<file path="src/verilog/adc_seq_pkg.sv">
// Constants, field layouts, state encodings and the state record of the
// sample and sequence controller of a 10-bit SAR converter.
// Assumes one APB clock that also serves as the conversion clock.
//
// How it works
// - Extended mode: trigger level drives sampling directly.
// - Extended mode: synced falling edge starts conversion.
// - Pulse mode: trigger edge starts the sampling timer.
// - Timer holds sampling for interval after sync.
// - Sample time field sets interval in clocks.
// - Software start bit clears itself.
// - Inputs isolated unless sampling; then only selected.
// - Every result written, sets result ready flag.
// - Mode field selects single, sequence, repeat variants.
// - Single and sequence modes: non-software triggers need enable toggle before a restart.
// - Clearing converter on returns to off state.
// - Sequences count down from selected channel to lowest.
// - Single sequence stops after lowest channel.
// - Repeat single converts selected channel again and again.
// - Repeat sequence restarts from selected channel on trigger.
// - Multiple sample convert chains conversions automatically.
// - Multiple sample convert ignores triggers until done/toggle.
// - Enable clear in single mode aborts at once.
// - Enable clear in repeat single stops after conversion.
// - Enable clear in sequence modes stops after sequence.
// - Mode zero plus enable clear stops immediately.
// - Conversion lasts eleven clocks plus one comparator clock.
// - Trigger rising edge starts; invert bit flips polarity.
// - Nothing starts without enable; settings locked while enabled.
package adc_seq_pkg;

  // Register byte offsets.
  localparam logic [7:0] OFS_CTRL0 = 8'h00;
  localparam logic [7:0] OFS_CTRL1 = 8'h04;
  localparam logic [7:0] OFS_CHAN = 8'h08;
  localparam logic [7:0] OFS_RESULT = 8'h0c;
  localparam logic [7:0] OFS_FLAGS = 8'h10;

  // Control word 0 fields.
  localparam int BIT_ON = 0;
  localparam int BIT_ENC = 1;
  localparam int BIT_SW = 2;
  localparam int BIT_MSC = 3;
  localparam int POS_SHT = 4;
  // Control word 1 fields.
  localparam int POS_MODE = 0;
  localparam int BIT_SHP = 2;
  localparam int BIT_INV = 3;
  localparam int POS_SRC = 4;
  localparam int BIT_BUSY = 8;
  // Channel word fields.
  localparam int POS_INSEL = 0;
  localparam int POS_PTR = 8;
  // Flag word fields.
  localparam int BIT_READY = 0;

  // Trigger source code for the software start bit.
  localparam logic [1:0] SRC_SOFTWARE = 2'h0;
  // Conversion timing in conversion clock cycles.
  localparam logic [7:0] CONV_CYCLES = 8'h0b;
  localparam logic [7:0] CMP_CYCLES = 8'h01;
  localparam logic [7:0] CONV_TOTAL = CONV_CYCLES + CMP_CYCLES;
  // Sampling clocks per step of the sample time field.
  localparam logic [7:0] SHT_STEP = 8'h04;
  // Mode field values.
  localparam logic [1:0] MODE_SINGLE = 2'h0;
  localparam logic [1:0] MODE_SEQ = 2'h1;
  localparam logic [1:0] MODE_REP_SINGLE = 2'h2;
  localparam logic [1:0] MODE_REP_SEQ = 2'h3;
  // Reset values.
  localparam logic [3:0] RST_SHT = 4'h0;
  localparam logic [3:0] RST_INSEL = 4'h0;

  // Controller states, Gray coded along off, idle, sample, convert, wait.
  typedef enum logic [2:0] {
    ST_OFF = 3'h0,
    ST_IDLE = 3'h1,
    ST_SAMPLE = 3'h3,
    ST_CONVERT = 3'h2,
    ST_WAIT = 3'h6
  } fsm_t;

  // Whole state of the controller.
  typedef struct packed {
    fsm_t fsm;
    logic on;
    logic enc;
    logic sw;
    logic msc;
    logic [3:0] sht;
    logic [1:0] mode;
    logic shp;
    logic inv;
    logic [1:0] src;
    logic [3:0] insel;
    logic [9:0] result;
    logic ready;
    logic [3:0] chan;
    logic [7:0] cnt;
    logic ts1;
    logic ts2;
    logic ts3;
    logic lock;
    logic armed;
    logic samp;
    logic [15:0] connect;
    logic conv;
    logic busy;
    logic pready;
    logic [31:0] prdata;
    logic pslverr;
  } state_t;

endpackage

</file>
<file path="src/verilog/adc_seq_ctrl.sv">
// Sample timing and sequencing controller of a 10-bit SAR converter,
// with its control and status words behind an APB slave.
// Assumes triggers and the SAR result are synchronous to pclk, and that
// pclk is the conversion clock.
//
// The register offsets and the APB slave port were left to the implementer.
`timescale 1ns/1ps
module adc_seq_ctrl (
  // Clock and reset
  input wire logic pclk,
  input wire logic presetn,
  // APB slave
  input wire logic psel,
  input wire logic penable,
  input wire logic pwrite,
  input wire logic [7:0] paddr,
  input wire logic [31:0] pwdata,
  output logic pready,
  output logic [31:0] prdata,
  output logic pslverr,
  // Trigger sources
  input wire logic [2:0] timer_trigger,
  // Analog core and input multiplexer
  input wire logic [9:0] sar_result,
  output logic sample_control,
  output logic [15:0] channel_connect,
  output logic conversion_active,
  // Status
  output logic result_ready_flag,
  output logic busy
);

  adc_seq_pkg::state_t s;
  adc_seq_pkg::state_t n;
  logic sample_trigger_input;
  logic trig_rise;
  logic trig_fall;
  logic abort;
  logic msc_active;
  logic can_start;
  logic last_step;
  logic wr_done;
  logic rd_done;
  logic landing;

  // One-hot switch pattern for a channel pointer.
  function automatic logic [15:0] onehot(input logic [3:0] ch);
    onehot = 16'h0001 << ch;
  endfunction

  // Sampling clocks selected by the sample time field.
  function automatic logic [7:0] sample_cycles(input logic [3:0] sel);
    sample_cycles = 8'((8'({4'h0, sel}) + 8'h01) * adc_seq_pkg::SHT_STEP);
  endfunction

  // Chosen trigger source with the polarity applied.
  always_comb begin
    if (s.src == adc_seq_pkg::SRC_SOFTWARE) begin
      sample_trigger_input = s.sw ^ s.inv;
    end else begin
      sample_trigger_input = timer_trigger[2'(s.src - 2'h1)] ^ s.inv;
    end
  end

  // Edge detection looks only at the second and third stages.
  assign trig_rise = s.ts2 && !s.ts3;
  assign trig_fall = !s.ts2 && s.ts3;
  // Off, or mode zero with enable cleared, drops all activity at once.
  assign abort = !s.on ||
                 (s.mode == adc_seq_pkg::MODE_SINGLE && !s.enc);
  assign msc_active = s.msc && s.mode != adc_seq_pkg::MODE_SINGLE &&
                      s.shp;
  // A fresh start needs enable, no lockout and a rearm for timer triggers.
  assign can_start = s.enc && !s.lock &&
                     (s.armed || s.src == adc_seq_pkg::SRC_SOFTWARE);
  assign last_step = !s.mode[0] || s.chan == 4'h0;
  assign wr_done = psel && penable && s.pready && pwrite;
  assign rd_done = psel && penable && s.pready && !pwrite;
  // A result lands at the edge that ends the last conversion clock.
  assign landing = s.fsm == adc_seq_pkg::ST_CONVERT && s.cnt == 8'h00;

  // Next state of the whole controller.
  always_comb begin
    n = s;
    n.pready = 1'b0;
    n.pslverr = 1'b0;
    // Trigger synchroniser toward the conversion clock.
    n.ts1 = sample_trigger_input;
    n.ts2 = s.ts1;
    n.ts3 = s.ts2;
    // Enable cleared rearms timer triggers and releases the lockout.
    if (!s.enc) begin
      n.armed = 1'b1;
      n.lock = 1'b0;
      n.sw = 1'b0;
    end
    case (s.fsm)
      adc_seq_pkg::ST_OFF: begin
        if (s.on) begin
          n.fsm = adc_seq_pkg::ST_IDLE;
        end
      end
      adc_seq_pkg::ST_IDLE: begin
        n.chan = s.insel;
        if (can_start && trig_rise) begin
          n.fsm = adc_seq_pkg::ST_SAMPLE;
          n.cnt = 8'(sample_cycles(s.sht) - 8'h01);
          n.lock = msc_active;
        end
      end
      adc_seq_pkg::ST_SAMPLE: begin
        if (s.shp) begin
          if (s.cnt == 8'h00) begin
            n.fsm = adc_seq_pkg::ST_CONVERT;
            n.cnt = 8'(adc_seq_pkg::CONV_TOTAL - 8'h01);
            n.sw = 1'b0;
          end else begin
            n.cnt = 8'(s.cnt - 8'h01);
          end
        end else if (trig_fall) begin
          n.fsm = adc_seq_pkg::ST_CONVERT;
          n.cnt = 8'(adc_seq_pkg::CONV_TOTAL - 8'h01);
          n.sw = 1'b0;
        end
      end
      adc_seq_pkg::ST_CONVERT: begin
        n.cnt = 8'(s.cnt - 8'h01);
        if (s.cnt == 8'h00) begin
          n.result = sar_result;
          n.ready = 1'b1;
          if (!last_step) begin
            n.chan = 4'(s.chan - 4'h1);
            n.fsm = msc_active ? adc_seq_pkg::ST_SAMPLE
                               : adc_seq_pkg::ST_WAIT;
            n.cnt = 8'(sample_cycles(s.sht) - 8'h01);
          end else if (!s.mode[1]) begin
            // Single conversion or single sequence is complete.
            n.fsm = adc_seq_pkg::ST_IDLE;
            n.lock = 1'b0;
            n.armed = 1'b0;
          end else if (s.enc && msc_active) begin
            // Repeat modes restart on their own under multiple sampling.
            n.fsm = adc_seq_pkg::ST_SAMPLE;
            n.chan = s.insel;
            n.cnt = 8'(sample_cycles(s.sht) - 8'h01);
          end else begin
            // Repeat modes wait for the next trigger, or stop if disabled.
            n.fsm = adc_seq_pkg::ST_IDLE;
          end
        end
      end
      adc_seq_pkg::ST_WAIT: begin
        // Mid-sequence steps are taken by plain trigger edges.
        if (trig_rise) begin
          n.fsm = adc_seq_pkg::ST_SAMPLE;
          n.cnt = 8'(sample_cycles(s.sht) - 8'h01);
        end
      end
      default: begin
        n.fsm = adc_seq_pkg::ST_OFF;
      end
    endcase
    if (abort) begin
      n.fsm = s.on ? adc_seq_pkg::ST_IDLE : adc_seq_pkg::ST_OFF;
      n.lock = 1'b0;
      n.chan = s.insel;
    end
    // Register reads are prepared in the first access cycle.
    if (psel && penable && !s.pready) begin
      n.pready = 1'b1;
      n.prdata = 32'h0000_0000;
      case (paddr)
        adc_seq_pkg::OFS_CTRL0: begin
          n.prdata[adc_seq_pkg::BIT_ON] = s.on;
          n.prdata[adc_seq_pkg::BIT_ENC] = s.enc;
          n.prdata[adc_seq_pkg::BIT_SW] = s.sw;
          n.prdata[adc_seq_pkg::BIT_MSC] = s.msc;
          n.prdata[adc_seq_pkg::POS_SHT +: 4] = s.sht;
        end
        adc_seq_pkg::OFS_CTRL1: begin
          n.prdata[adc_seq_pkg::POS_MODE +: 2] = s.mode;
          n.prdata[adc_seq_pkg::BIT_SHP] = s.shp;
          n.prdata[adc_seq_pkg::BIT_INV] = s.inv;
          n.prdata[adc_seq_pkg::POS_SRC +: 2] = s.src;
          n.prdata[adc_seq_pkg::BIT_BUSY] = s.busy;
        end
        adc_seq_pkg::OFS_CHAN: begin
          n.prdata[adc_seq_pkg::POS_INSEL +: 4] = s.insel;
          n.prdata[adc_seq_pkg::POS_PTR +: 4] = s.chan;
        end
        adc_seq_pkg::OFS_RESULT: begin
          n.prdata[9:0] = s.result;
        end
        adc_seq_pkg::OFS_FLAGS: begin
          n.prdata[adc_seq_pkg::BIT_READY] = s.ready;
        end
        default: begin
          n.pslverr = 1'b1;
        end
      endcase
    end
    // Reading the result clears its flag unless a new result lands now.
    if (rd_done && paddr == adc_seq_pkg::OFS_RESULT && !landing) begin
      n.ready = 1'b0;
    end
    // Writes take effect at the completing edge of the access.
    if (wr_done) begin
      case (paddr)
        adc_seq_pkg::OFS_CTRL0: begin
          n.on = pwdata[adc_seq_pkg::BIT_ON];
          n.enc = pwdata[adc_seq_pkg::BIT_ENC];
          if (pwdata[adc_seq_pkg::BIT_SW]) begin
            n.sw = 1'b1;
          end
          if (!s.enc) begin
            n.msc = pwdata[adc_seq_pkg::BIT_MSC];
            n.sht = pwdata[adc_seq_pkg::POS_SHT +: 4];
          end
        end
        adc_seq_pkg::OFS_CTRL1: begin
          // Mode may always be forced to zero so that activity can stop.
          if (!s.enc || pwdata[adc_seq_pkg::POS_MODE +: 2] == 2'h0) begin
            n.mode = pwdata[adc_seq_pkg::POS_MODE +: 2];
          end
          if (!s.enc) begin
            n.shp = pwdata[adc_seq_pkg::BIT_SHP];
            n.inv = pwdata[adc_seq_pkg::BIT_INV];
            n.src = pwdata[adc_seq_pkg::POS_SRC +: 2];
          end
        end
        adc_seq_pkg::OFS_CHAN: begin
          if (!s.enc) begin
            n.insel = pwdata[adc_seq_pkg::POS_INSEL +: 4];
          end
        end
        adc_seq_pkg::OFS_FLAGS: begin
          // A result landing in this cycle wins over the clear.
          if (pwdata[adc_seq_pkg::BIT_READY] && !landing) begin
            n.ready = 1'b0;
          end
        end
        default: begin
        end
      endcase
    end
    // Sampling output: timer driven in pulse mode, trigger level otherwise.
    if (s.shp) begin
      n.samp = n.fsm == adc_seq_pkg::ST_SAMPLE;
    end else begin
      n.samp = sample_trigger_input && n.fsm != adc_seq_pkg::ST_OFF &&
               n.fsm != adc_seq_pkg::ST_CONVERT &&
               (s.enc || n.fsm == adc_seq_pkg::ST_SAMPLE);
    end
    n.connect = n.samp ? onehot(n.chan) : 16'h0000;
    n.conv = n.fsm == adc_seq_pkg::ST_CONVERT;
    n.busy = n.fsm == adc_seq_pkg::ST_SAMPLE ||
             n.fsm == adc_seq_pkg::ST_CONVERT ||
             n.fsm == adc_seq_pkg::ST_WAIT;
  end

  // State register.
  always_ff @(posedge pclk or negedge presetn) begin
    if (!presetn) begin
      s <= '0;
      s.fsm <= adc_seq_pkg::ST_OFF;
      s.sht <= adc_seq_pkg::RST_SHT;
      s.insel <= adc_seq_pkg::RST_INSEL;
      s.armed <= 1'b1;
    end else begin
      s <= n;
    end
  end

  // Outputs straight from the state register.
  assign pready = s.pready;
  assign prdata = s.prdata;
  assign pslverr = s.pslverr;
  assign sample_control = s.samp;
  assign channel_connect = s.connect;
  assign conversion_active = s.conv;
  assign result_ready_flag = s.ready;
  assign busy = s.busy;

  // Checks on the controller behaviour.
  chk_connect_iso: assert property (@(posedge pclk) disable iff (!presetn)
    !s.samp |-> s.connect == 16'h0000)
    else $error("input connected while not sampling");

  chk_connect_one: assert property (@(posedge pclk) disable iff (!presetn)
    s.samp |-> s.connect == onehot(s.chan))
    else $error("wrong input connected while sampling");

  chk_conv_length: assert property (@(posedge pclk)
    disable iff (!presetn || abort)
    $rose(s.conv) |-> s.conv[*8] ##1 s.conv[*4] ##1 !s.conv)
    else $error("conversion did not last twelve clocks");

  chk_result_flag: assert property (@(posedge pclk) disable iff (!presetn)
    ($past(s.fsm) == adc_seq_pkg::ST_CONVERT && $past(s.cnt) == 8'h00 &&
     $past(s.on) && !$past(abort)) |-> s.ready &&
     s.result == $past(sar_result))
    else $error("result not stored with ready flag");

  chk_timer_hold: assert property (@(posedge pclk)
    disable iff (!presetn || abort)
    (s.fsm == adc_seq_pkg::ST_SAMPLE && s.shp && s.cnt != 8'h00)
    |=> s.samp && s.fsm == adc_seq_pkg::ST_SAMPLE)
    else $error("sampling timer ended early");

  chk_sw_clear: assert property (@(posedge pclk) disable iff (!presetn)
    ($past(s.fsm) == adc_seq_pkg::ST_SAMPLE &&
     s.fsm == adc_seq_pkg::ST_CONVERT && !$past(wr_done)) |-> !s.sw)
    else $error("software start not cleared");

  chk_enc_start: assert property (@(posedge pclk) disable iff (!presetn)
    $rose(s.busy) |-> $past(s.enc) && s.chan == $past(s.insel))
    else $error("start without enable or channel reload");

  chk_off_state: assert property (@(posedge pclk) disable iff (!presetn)
    !s.on |=> s.fsm == adc_seq_pkg::ST_OFF && !s.busy)
    else $error("controller not off after converter off");

  chk_seq_down: assert property (@(posedge pclk) disable iff (!presetn)
    ($past(s.fsm) == adc_seq_pkg::ST_CONVERT &&
     s.fsm == adc_seq_pkg::ST_WAIT) |-> s.chan == 4'($past(s.chan) - 4'h1))
    else $error("sequence pointer did not step down");

  chk_hard_stop: assert property (@(posedge pclk) disable iff (!presetn)
    (s.mode == adc_seq_pkg::MODE_SINGLE && !s.enc) |=> !s.busy)
    else $error("activity continued after hard stop");

  chk_ext_follow: assert property (@(posedge pclk) disable iff (!presetn)
    (!s.shp && s.fsm == adc_seq_pkg::ST_SAMPLE && $stable(s.shp))
    |-> s.samp == $past(sample_trigger_input))
    else $error("sampling does not follow trigger level");

  // Flag priority and the stop points of each mode.
  chk_ready_wins: assert property (@(posedge pclk)
    disable iff (!presetn) landing |=> s.ready)
    else $error("result ready flag lost to a clear");

  chk_msc_chain: assert property (@(posedge pclk)
    disable iff (!presetn || abort)
    (msc_active && landing && !last_step) |=> s.fsm == adc_seq_pkg::ST_SAMPLE)
    else $error("chained conversion did not start");

  chk_seq_stop: assert property (@(posedge pclk)
    disable iff (!presetn)
    (s.mode == adc_seq_pkg::MODE_SEQ && landing && s.chan == 4'h0)
    |=> !s.busy)
    else $error("single sequence did not stop after lowest channel");

  chk_rep_stop: assert property (@(posedge pclk)
    disable iff (!presetn)
    (s.mode == adc_seq_pkg::MODE_REP_SINGLE && !s.enc && landing)
    |=> !s.busy)
    else $error("repeat single did not stop after its conversion");

  chk_rep_seq_end: assert property (@(posedge pclk)
    disable iff (!presetn || abort)
    (s.mode == adc_seq_pkg::MODE_REP_SEQ && landing && s.chan == 4'h0 &&
     !msc_active) |=> s.fsm == adc_seq_pkg::ST_IDLE)
    else $error("repeat sequence did not wait after lowest channel");

  chk_abort_now: assert property (@(posedge pclk)
    disable iff (!presetn)
    (s.busy && s.mode == adc_seq_pkg::MODE_SINGLE && !s.enc)
    |=> !s.busy && !s.samp)
    else $error("single mode conversion not aborted at once");

  cov_single_done: cover property (@(posedge pclk) disable iff (!presetn)
    s.mode == adc_seq_pkg::MODE_SINGLE && $fell(s.busy) && s.ready);

  cov_seq_wait: cover property (@(posedge pclk) disable iff (!presetn)
    s.fsm == adc_seq_pkg::ST_WAIT ##[1:100] s.fsm == adc_seq_pkg::ST_SAMPLE);

  cov_msc_chain: cover property (@(posedge pclk) disable iff (!presetn)
    msc_active && s.fsm == adc_seq_pkg::ST_CONVERT
    ##1 s.fsm == adc_seq_pkg::ST_SAMPLE);

  cov_abort: cover property (@(posedge pclk) disable iff (!presetn)
    s.conv && abort);

endmodule

</file>
<file path="config.mk">
export PLATFORM = sky130hd
export DESIGN_NAME = adc_seq_ctrl
export DESIGN_NICKNAME = d
export VERILOG_FILES = /design/src/verilog/adc_seq_pkg.sv /design/src/verilog/adc_seq_ctrl.sv
export SDC_FILE = /design/constraint.sdc
export NUM_CORES = 1
export LEC_CHECK = 0
export BUFFER_PORTS_ARGS = -buffer_cell sky130_fd_sc_hd__buf_2
export CORE_UTILIZATION = 30
export DETAILED_ROUTE_END_ITERATION = 6
export PLACE_DENSITY_LB_ADDON = 0.25
export SYNTH_ARGS = -nofsm -noshare
export SYNTH_HDL_FRONTEND = slang
export SYNTH_SLANG_ARGS = --single-unit
</file>
<file path="constraint.sdc">
create_clock -name pclk -period 6.1 [get_ports pclk]
set_input_delay 0.61 -clock pclk [delete_from_list [all_inputs] [get_ports pclk]]
set_output_delay 0.61 -clock pclk [all_outputs]
set_load 0.02 [all_outputs]
</file>
---- Yosys cells after proc, flatten, opt, wreduce, memory -nomap -nowiden ----
Cells that the tools add are included.
storage, ports and cells
  register bits after elaboration ......... 82
  bits of input ports ..................... 58
  output and inout port bits .............. 54
  word-level logic and storage cells ...... 174
cells by class
  add/sub/neg operators ................... 5
  order comparisons ....................... 1
  equality and inequality tests ........... 15
  shift-type cells ........................ 1
  muxes and demuxes ....................... 67
  bitwise operators ....................... 3
  reduce and logical (&&, ||, !) cells .... 55
operators with widths
  kind                                                                number
  8-bit 2-to-1 mux                                                    5
  12-bit 2-to-1 mux                                                   3
  34-bit 2-to-1 mux                                                   1
  3-bit 2-to-1 mux                                                    11
  16-bit 2-to-1 mux                                                   2
  8-bit one-hot mux with 4 select lines                               1
  1-bit logical AND                                                   21
  1-bit 2-to-1 mux                                                    19
  8-bit by 4-bit == test with 1-bit output, second input constant     2
  8-bit logical NOT                                                   2
  4-bit 2-to-1 mux                                                    4
  1-bit by 4-bit left shift with 16-bit output, first input constant  1
  3-bit one-hot mux with 5 select lines                               1
  2-bit 2-to-1 mux                                                    7
  13-bit 2-to-1 mux                                                   1
  3-bit by 2-bit == test with 1-bit output, second input constant     4
  6-bit 2-to-1 mux                                                    2
  3-bit one-hot mux with 4 select lines                               1
  3-bit AND reduction                                                 4
  1-bit logical NOT                                                   9
  8-bit by 3-bit == test with 1-bit output, second input constant     1
  8-bit by 5-bit == test with 1-bit output, second input constant     1
  4-bit one-hot mux with 2 select lines                               1
  7-bit by 1-bit subtractor with 8-bit output, second input constant  1
  29 further kinds                                                    42

---- Longest topological paths before layout ----
Gate-level depths: netlist of the first run.
  depth after elaboration ................. 16
  depth in mapped cells ................... 12
  gate-level depth less buffers ........... 10

---- Least setup slack after synthesis of the first run ----
OpenSTA, ideal clock, no wires.
  path kind ............................... input -> register
  start ................................... input port paddr[0]
  end ..................................... register s[91] (netlist bit)
  setup time .............................. 0.125 ns
  arrival ................................. 2.442 ns
  required time ........................... 5.975 ns
  slack ................................... 3.533 ns
  stages .................................. 7
  buffers on the path ..................... 1
  cell sequence ........................... or4_1 or3_1 buf_2 nor3_2 nand2_1 nor2_2 mux2_2
on the way
  cells in the longest elaborated chain, start to end .. 2
RTL lines
  item                           line                 text
  start: declaration             adc_seq_ctrl.sv:16   input wire logic [7:0] paddr,
  8-bit logical NOT              adc_seq_ctrl.sv:208  case (paddr)
  3-bit AND reduction (no line)  -
  end signal: assignment         adc_seq_ctrl.sv:270  s <= n;
  end: declaration               adc_seq_ctrl.sv:33   adc_seq_pkg::state_t s;
No other way between the ends.
A chain may end at the register's enable or synchronous reset.

==> results of run 1 <==
power by group through the flow:
stage,combinational (mW),clock [mW],sequential [mW]
finish,0.0589,0.574,0.549
global placement,0.0592,0,0.559
CTS,0.0600,0.591,0.549
global route,0.0667,0.619,0.549
floorplan,0.0391,0,0.559
detailed placement,0.0599,0,0.559
per-layer routing:
metal,vias up,routed length [µm],GRT usage
met5,-,0,0
met4,0,72,0.0655
met3,4,455,0.0293
met2,79,4850,0.240
met1,1632,5000,0.199
li1,1642,-,-
logic make-up (layout without fill, tap and decap cells):
| group | Yosys count | after routing | share of synthesized area |
|---|---|---|---|
| AO/OA/AOI/OAI | 88 | 88 | 0.134 |
| XOR/XNOR | 4 | 4 | 0.00787 |
| adder cells (fa/ha/maj) | 4 | 4 | 0.0112 |
| buffers and inverters | 87 | 101 | 0.121 |
| flip-flops | 82 | 82 | 0.461 |
| multiplexers | 21 | 21 | 0.0590 |
| other | 1 | 20 | 0.000842 |
| AND/OR/NAND/NOR | 187 | 187 | 0.205 |
registers in the layout, indices dropped and copies added (netlist names):
signal,flops
pready,1
n,2
conversion_active,1
channel_connect,16
result_ready_flag,1
prdata,12
s,46
busy,1
sample_control,1
pslverr,1
synth_stat cells, types with 4 or more instances:
library cell  count  area (µm²)
clkbuf_1         10        37.5
a31oi_1           5        31.3
a22o_1            6        52.6
ha_1              4        50.1
nor2_1           28         105
buf_2             6        30.0
a21oi_1          12        60.1
dfrtp_1          81        2030
nand3_1          11        55.1
nand2_1          82         308
and3_1            5        31.3
mux2_2           12         135
nand2b_1          8        50.1
nor3_1           24         120
a22oi_1           6        45.0
nor3b_1           4        30.0
inv_1            16        60.1
o21ai_0          27         135
o211ai_1          4        30.0
buf_4            48         360
mux2i_1           6        60.1
o31ai_1           4        30.0
cell type report:
| type | instances | area, µm² |
|---|---|---|
| fillers | 1517 | 9550 |
| multi-input cells | 324 | 1930 |
| clock inverters | 5 | 78.8 |
| flip-flops and latches | 82 | 2050 |
| clock buffers | 11 | 233 |
| well taps | 184 | 230 |
| repair buffers | 67 | 338 |
| inverters | 18 | 67.6 |
through the flow:
| step | cells | total power [mW] |
|---|---|---|
| after floorplan | 493 | 0.599 |
| after global placement | 675 | 0.618 |
| after detailed placement | 675 | 0.619 |
| after CTS | 691 | 1.20 |
| after global routing | 691 | 1.23 |
| final | 691 | 1.18 |
path summary, 6_finish.rpt:
check / startpoint / to / slack (ns) / cells after the start
min in group asynchronous: presetn / prdata[9] / 0.46 / 1
min: n[56] / n[55] / 0.35 / 0
min reg2reg: n[56] / n[55] / 0.35 / 0
max: s[58] / channel_connect[14] / 3.10 / 8
max reg2reg: s[58] / channel_connect[14] / 3.10 / 8
max in group asynchronous: presetn / s[62] / 4.99 / 1
critical path, delay by kind of cell, from the launching register on:
family,cells,cell delay (ns)
flops,1,0.41
buf+inv,1,0.07
simple gates,5,1.65
compound gates,1,0.59
fa+ha+maj,1,0.18
==> impl_metrics.json, run 1 <==
{
  "cts_root_buf": "clkbuf_16",
  "synth_area_mm2": 0.00445,
  "p_switching_uw": 261,
  "drtPass1Iterations": 4,
  "h-tree-depth": 3,
  "post_drt_via_cell_ratio": 4.86,
  "fin_nets": 564,
  "die_w_um": 124,
  "max_freq_mhz": 334,
  "post-route-period-util": 0.491,
  "slew_viol_final": 0,
  "critPathMaxStageDelay_ns": 0.63,
  "p_comb_frac": 0.050,
  "place_congestion": 0.843,
  "synth_edf_count": 0,
  "worstPathCellList": "inv_1 > ha_1 > nor4b_4 > and3_1 > nand3_1 > o311ai_1 > nand2_1 > nor3_1",
  "worst_slew_pin_slew_ns": 1.03,
  "finalCriticalPeriod_ns": 3.00,
  "p_leak_nw": 2.38,
  "status": "completed",
  "grt_pass1_vias": 3304,
  "drive_gt1_frac": 0.219,
  "diodes": 0,
  "clock_power_share": 0.485,
  "ys_ff_latch": 82,
  "required_ns": 6.34,
  "powerDensity_mw_per_mm2": 240,
  "core_area_mm2": 0.0145,
  "cts.path.max_buffers": 2,
  "numPortBuffers": 67,
  "critPathLaunchType": "flop",
  "timing.final.ws_setup_ns": 3.10,
  "placed_cell_area_mm2": 0.00462,
  "worstPathArrival_ns": 3.24,
  "place_hpwl_um": 7470,
  "die-area_mm2": 0.0153,
  "tritoncts": "built",
  "initial_core_util": 0.307,
  "max_cap_violations": 0,
  "end_kind": "flop",
  "hold_buffers": 0,
  "drc": 0,
  "ant_nets": 0,
  "relSlewSlack": 0.310,
  "syn_inst": 474,
  "syn_avg_cell_area_um2": 9.39,
  "finClkSkew_ns": 0.00779,
  "final_core_util": 0.341,
  "die_y_um": 124,
  "hold_viol": 0,
  "totalWireLength_um": 10400,
  "irDropWorstVdd_mv": 0.145,
  "cts.clk_slew.worst_paths_ns": 0.06,
  "crit_path_max_fanout": 14,
  "wl_per_cell_um": 15.0,
  "p_int_uw": 921,
  "slowest_stage": "and3_1",
  "antenna_found_initial": 0,
  "track_usage": 0.151,
  "postCtsSetupBuffers": 0,
  "std_cell_rows": 44,
  "cts_num_sinks": 82,
  "whs_ns": 0.348,
  "final_cell_mix": "nand2_1, dfrtp_1, buf_2",
  "synthFlopType": "dfrtp_1",
  "async_flop_share": 1.00,
  "cts_buffers": 9,
  "synth_cell_types": 65,
  "hp-class": "reg2reg",
  "crit_type": "reg2reg",
  "grt_max_degree": 83,
  "fin_setup_tns_ns": 0,
  "rsz0062_at_grt": "no",
  "clock_latency_ns": 0.34,
  "grt.overflow.total": 0,
  "seq_area_frac_synth": 0.461,
  "drt_iter0_drc": 183,
  "place_ws_ns": 3.05,
  "yosysWarningCount": 0,
  "p_sw_frac": 0.221,
  "vias": 3357,
  "layout_commonest_cell": "nand2_1",
  "final-setup-viol-count": 0,
  "areaGrowthSynthToFinish_pct": 10.8,
  "grt_pass1_wl_um": 17200,
  "pin_count": 112,
  "ctsResizeCount": 0,
  "p_seq_frac": 0.465,
  "stdcell_area_mm2": 0.00493
}
Power figures use the tool's default switching activity.
==> inputs of run 2 (changes only) <==
==> constraint.sdc (replaced) <==
create_clock -name pclk -period 2.51 [get_ports pclk]
set_input_delay 0.251 -clock pclk [delete_from_list [all_inputs] [get_ports pclk]]
set_output_delay 0.251 -clock pclk [all_outputs]
set_load 0.02 [all_outputs]
==> run 2 against run 1 <==
Net effect: register-to-register slack worse by 3.0 ns; die area stayed put; hold slack worse by 0.25 ns; final cell count is 4.6% higher; critical path depth is 2 higher; flip-flop and latch count stayed put; non-clock buffer count is 32 higher; combinational power grew to 2.6 times the previous value; sequential power is 140% higher; worst setup slack worse by 3.0 ns; largest cell class unchanged; largest power group is now registers; highest routed layer unchanged.
==> impl_metrics.json, run 2 (synthesized netlist as in run 1, its figures left out) <==
{
  "status": "completed",
  "required_ns": 2.76,
  "grt_pass1_vias": 3470,
  "irDropWorstVdd_mv": 0.315,
  "worst_slew_pin_slew_ns": 0.651,
  "drt_iter0_drc": 166,
  "die_y_um": 124,
  "relSlewSlack": 0.566,
  "fin_nets": 596,
  "fillCellCount": 1484,
  "crit_path_max_fanout": 17,
  "tritoncts": "built",
  "whs_ns": 0.0940,
  "stdcell_area_mm2": 0.00522,
  "layout_commonest_cell": "nand2_1",
  "crit_type": "reg2reg",
  "vias": 3531,
  "cts_num_sinks": 82,
  "totalWireLength_um": 10700,
  "grt.overflow.total": 0,
  "clock_latency_ns": 0.34,
  "std_cell_rows": 44,
  "grt_pass1_wl_um": 17600,
  "largest-register": "s",
  "post-route-period-util": 0.956,
  "p_leak_nw": 2.51,
  "ant_nets": 0,
  "placed_cells": 704,
  "wl_per_cell_um": 14.7,
  "fin_setup_tns_ns": 0,
  "cts.clk_slew.worst_paths_ns": 0.06,
  "die_w_um": 124,
  "hp-class": "in2reg",
  "finalCriticalPeriod_ns": 2.40,
  "largest_reg_flops": 46,
  "max_cap_violations": 0,
  "drive_gt1_frac": 0.293,
  "worstPathArrival_ns": 2.65,
  "fin_cells": 723,
  "end_kind": "flop",
  "max_freq_mhz": 417,
  "finClkSkew_ns": 0.00856,
  "cts_buffers": 9,
  "pin_count": 112,
  "critPathLaunchType": "flop",
  "core_area_mm2": 0.0145,
  "place_hpwl_um": 7900,
  "place_congestion": 0.825,
  "hold_viol": 0,
  "areaGrowthSynthToFinish_pct": 17.2,
  "numPortBuffers": 67,
  "cts.path.max_buffers": 2,
  "powerDensity_mw_per_mm2": 517,
  "drtPass1Iterations": 4,
  "h-tree-depth": 3,
  "placed_cell_area_mm2": 0.00486,
  "grt_max_degree": 51,
  "antenna_found_initial": 0,
  "diodes": 0,
  "die-area_mm2": 0.0153,
  "initial_core_util": 0.307,
  "slew_viol_final": 0,
  "track_usage": 0.151,
  "drc": 0,
  "final-setup-viol-count": 0,
  "cts_root_buf": "clkbuf_16",
  "final_cell_mix": "nand2_1, dfrtp_1, buf_2",
  "post_drt_via_cell_ratio": 4.88
}
==> run 2: layout make-up <==
cell class / instances / area [µm²] / share of cell area
Tap cell: 184 / 230 / 0.0441
Clock inverter: 4 / 28.8 / 0.00552
Clock buffer: 12 / 236 / 0.0453
Multi-Input combinational cell: 324 / 1990 / 0.382
Timing Repair Buffer: 99 / 606 / 0.116
Inverter: 18 / 67.6 / 0.0129
Sequential cell: 82 / 2050 / 0.394
==> run 2: what timing repair did <==
action / CTS / global route
buffers inserted: 0 / 2
endpoints found under the setup margin: 0 / 21
gates resized for setup: 0 / 18
endpoints found under the hold margin: 48 / 0
hold buffers: 1 / 0
==> run 2: metrics by stage <==
step	total power [mW]	worst slack, ns	utilization
4_1_cts	2.73	0.0303	0.355
5_1_grt	2.80	-0.0144	0.360
3_5_place_dp	1.51	0.0495	0.336
6_report	2.70	0.111	0.360
2_1_floorplan	1.45	0.102	-
3_3_place_gp	1.51	0.104	0.336
==> run 2: path summary, 6_finish.rpt <==
kind / startpoint / endpoint / slack, ns / cells past startpoint
max: s[66] / channel_connect[15] / 0.11 / 10
min: sar_result[5] / s[76] / 0.09 / 3
max reg2reg: s[66] / channel_connect[15] / 0.11 / 10
min reg2reg: n[56] / n[55] / 0.35 / 0
max in group asynchronous: presetn / s[88] / 1.40 / 3
min in group asynchronous: presetn / prdata[0] / 0.48 / 2
==> run 2: per-layer routing <==
layer / up-vias / part of all wire / GRT usage
met1: 1735 / 0.47 / 0.202
met3: 11 / 0.050 / 0.0385
li1: 1708 / - / -
met4: 0 / 0.012 / 0.0407
met5: - / 0 / 0
met2: 77 / 0.47 / 0.242
==> run 2: critical path, stage by stage, from the launching register on <==
cell	delay (ns)
dfrtp_1	0.40
inv_1	0.09
ha_2	0.19
or3b_4	0.40
and2_4	0.21
a21o_1	0.21
a31oi_4	0.16
o2111ai_1	0.13
and2_4	0.19
buf_12	0.14
nor3_1	0.20
==> run 2: power breakdown <==
group / switching [mW] / internal [mW] / total (mW)
Sequential: 0.00605 / 1.33 / 1.33
Clock: 0.539 / 0.671 / 1.21
Combinational: 0.107 / 0.0470 / 0.154
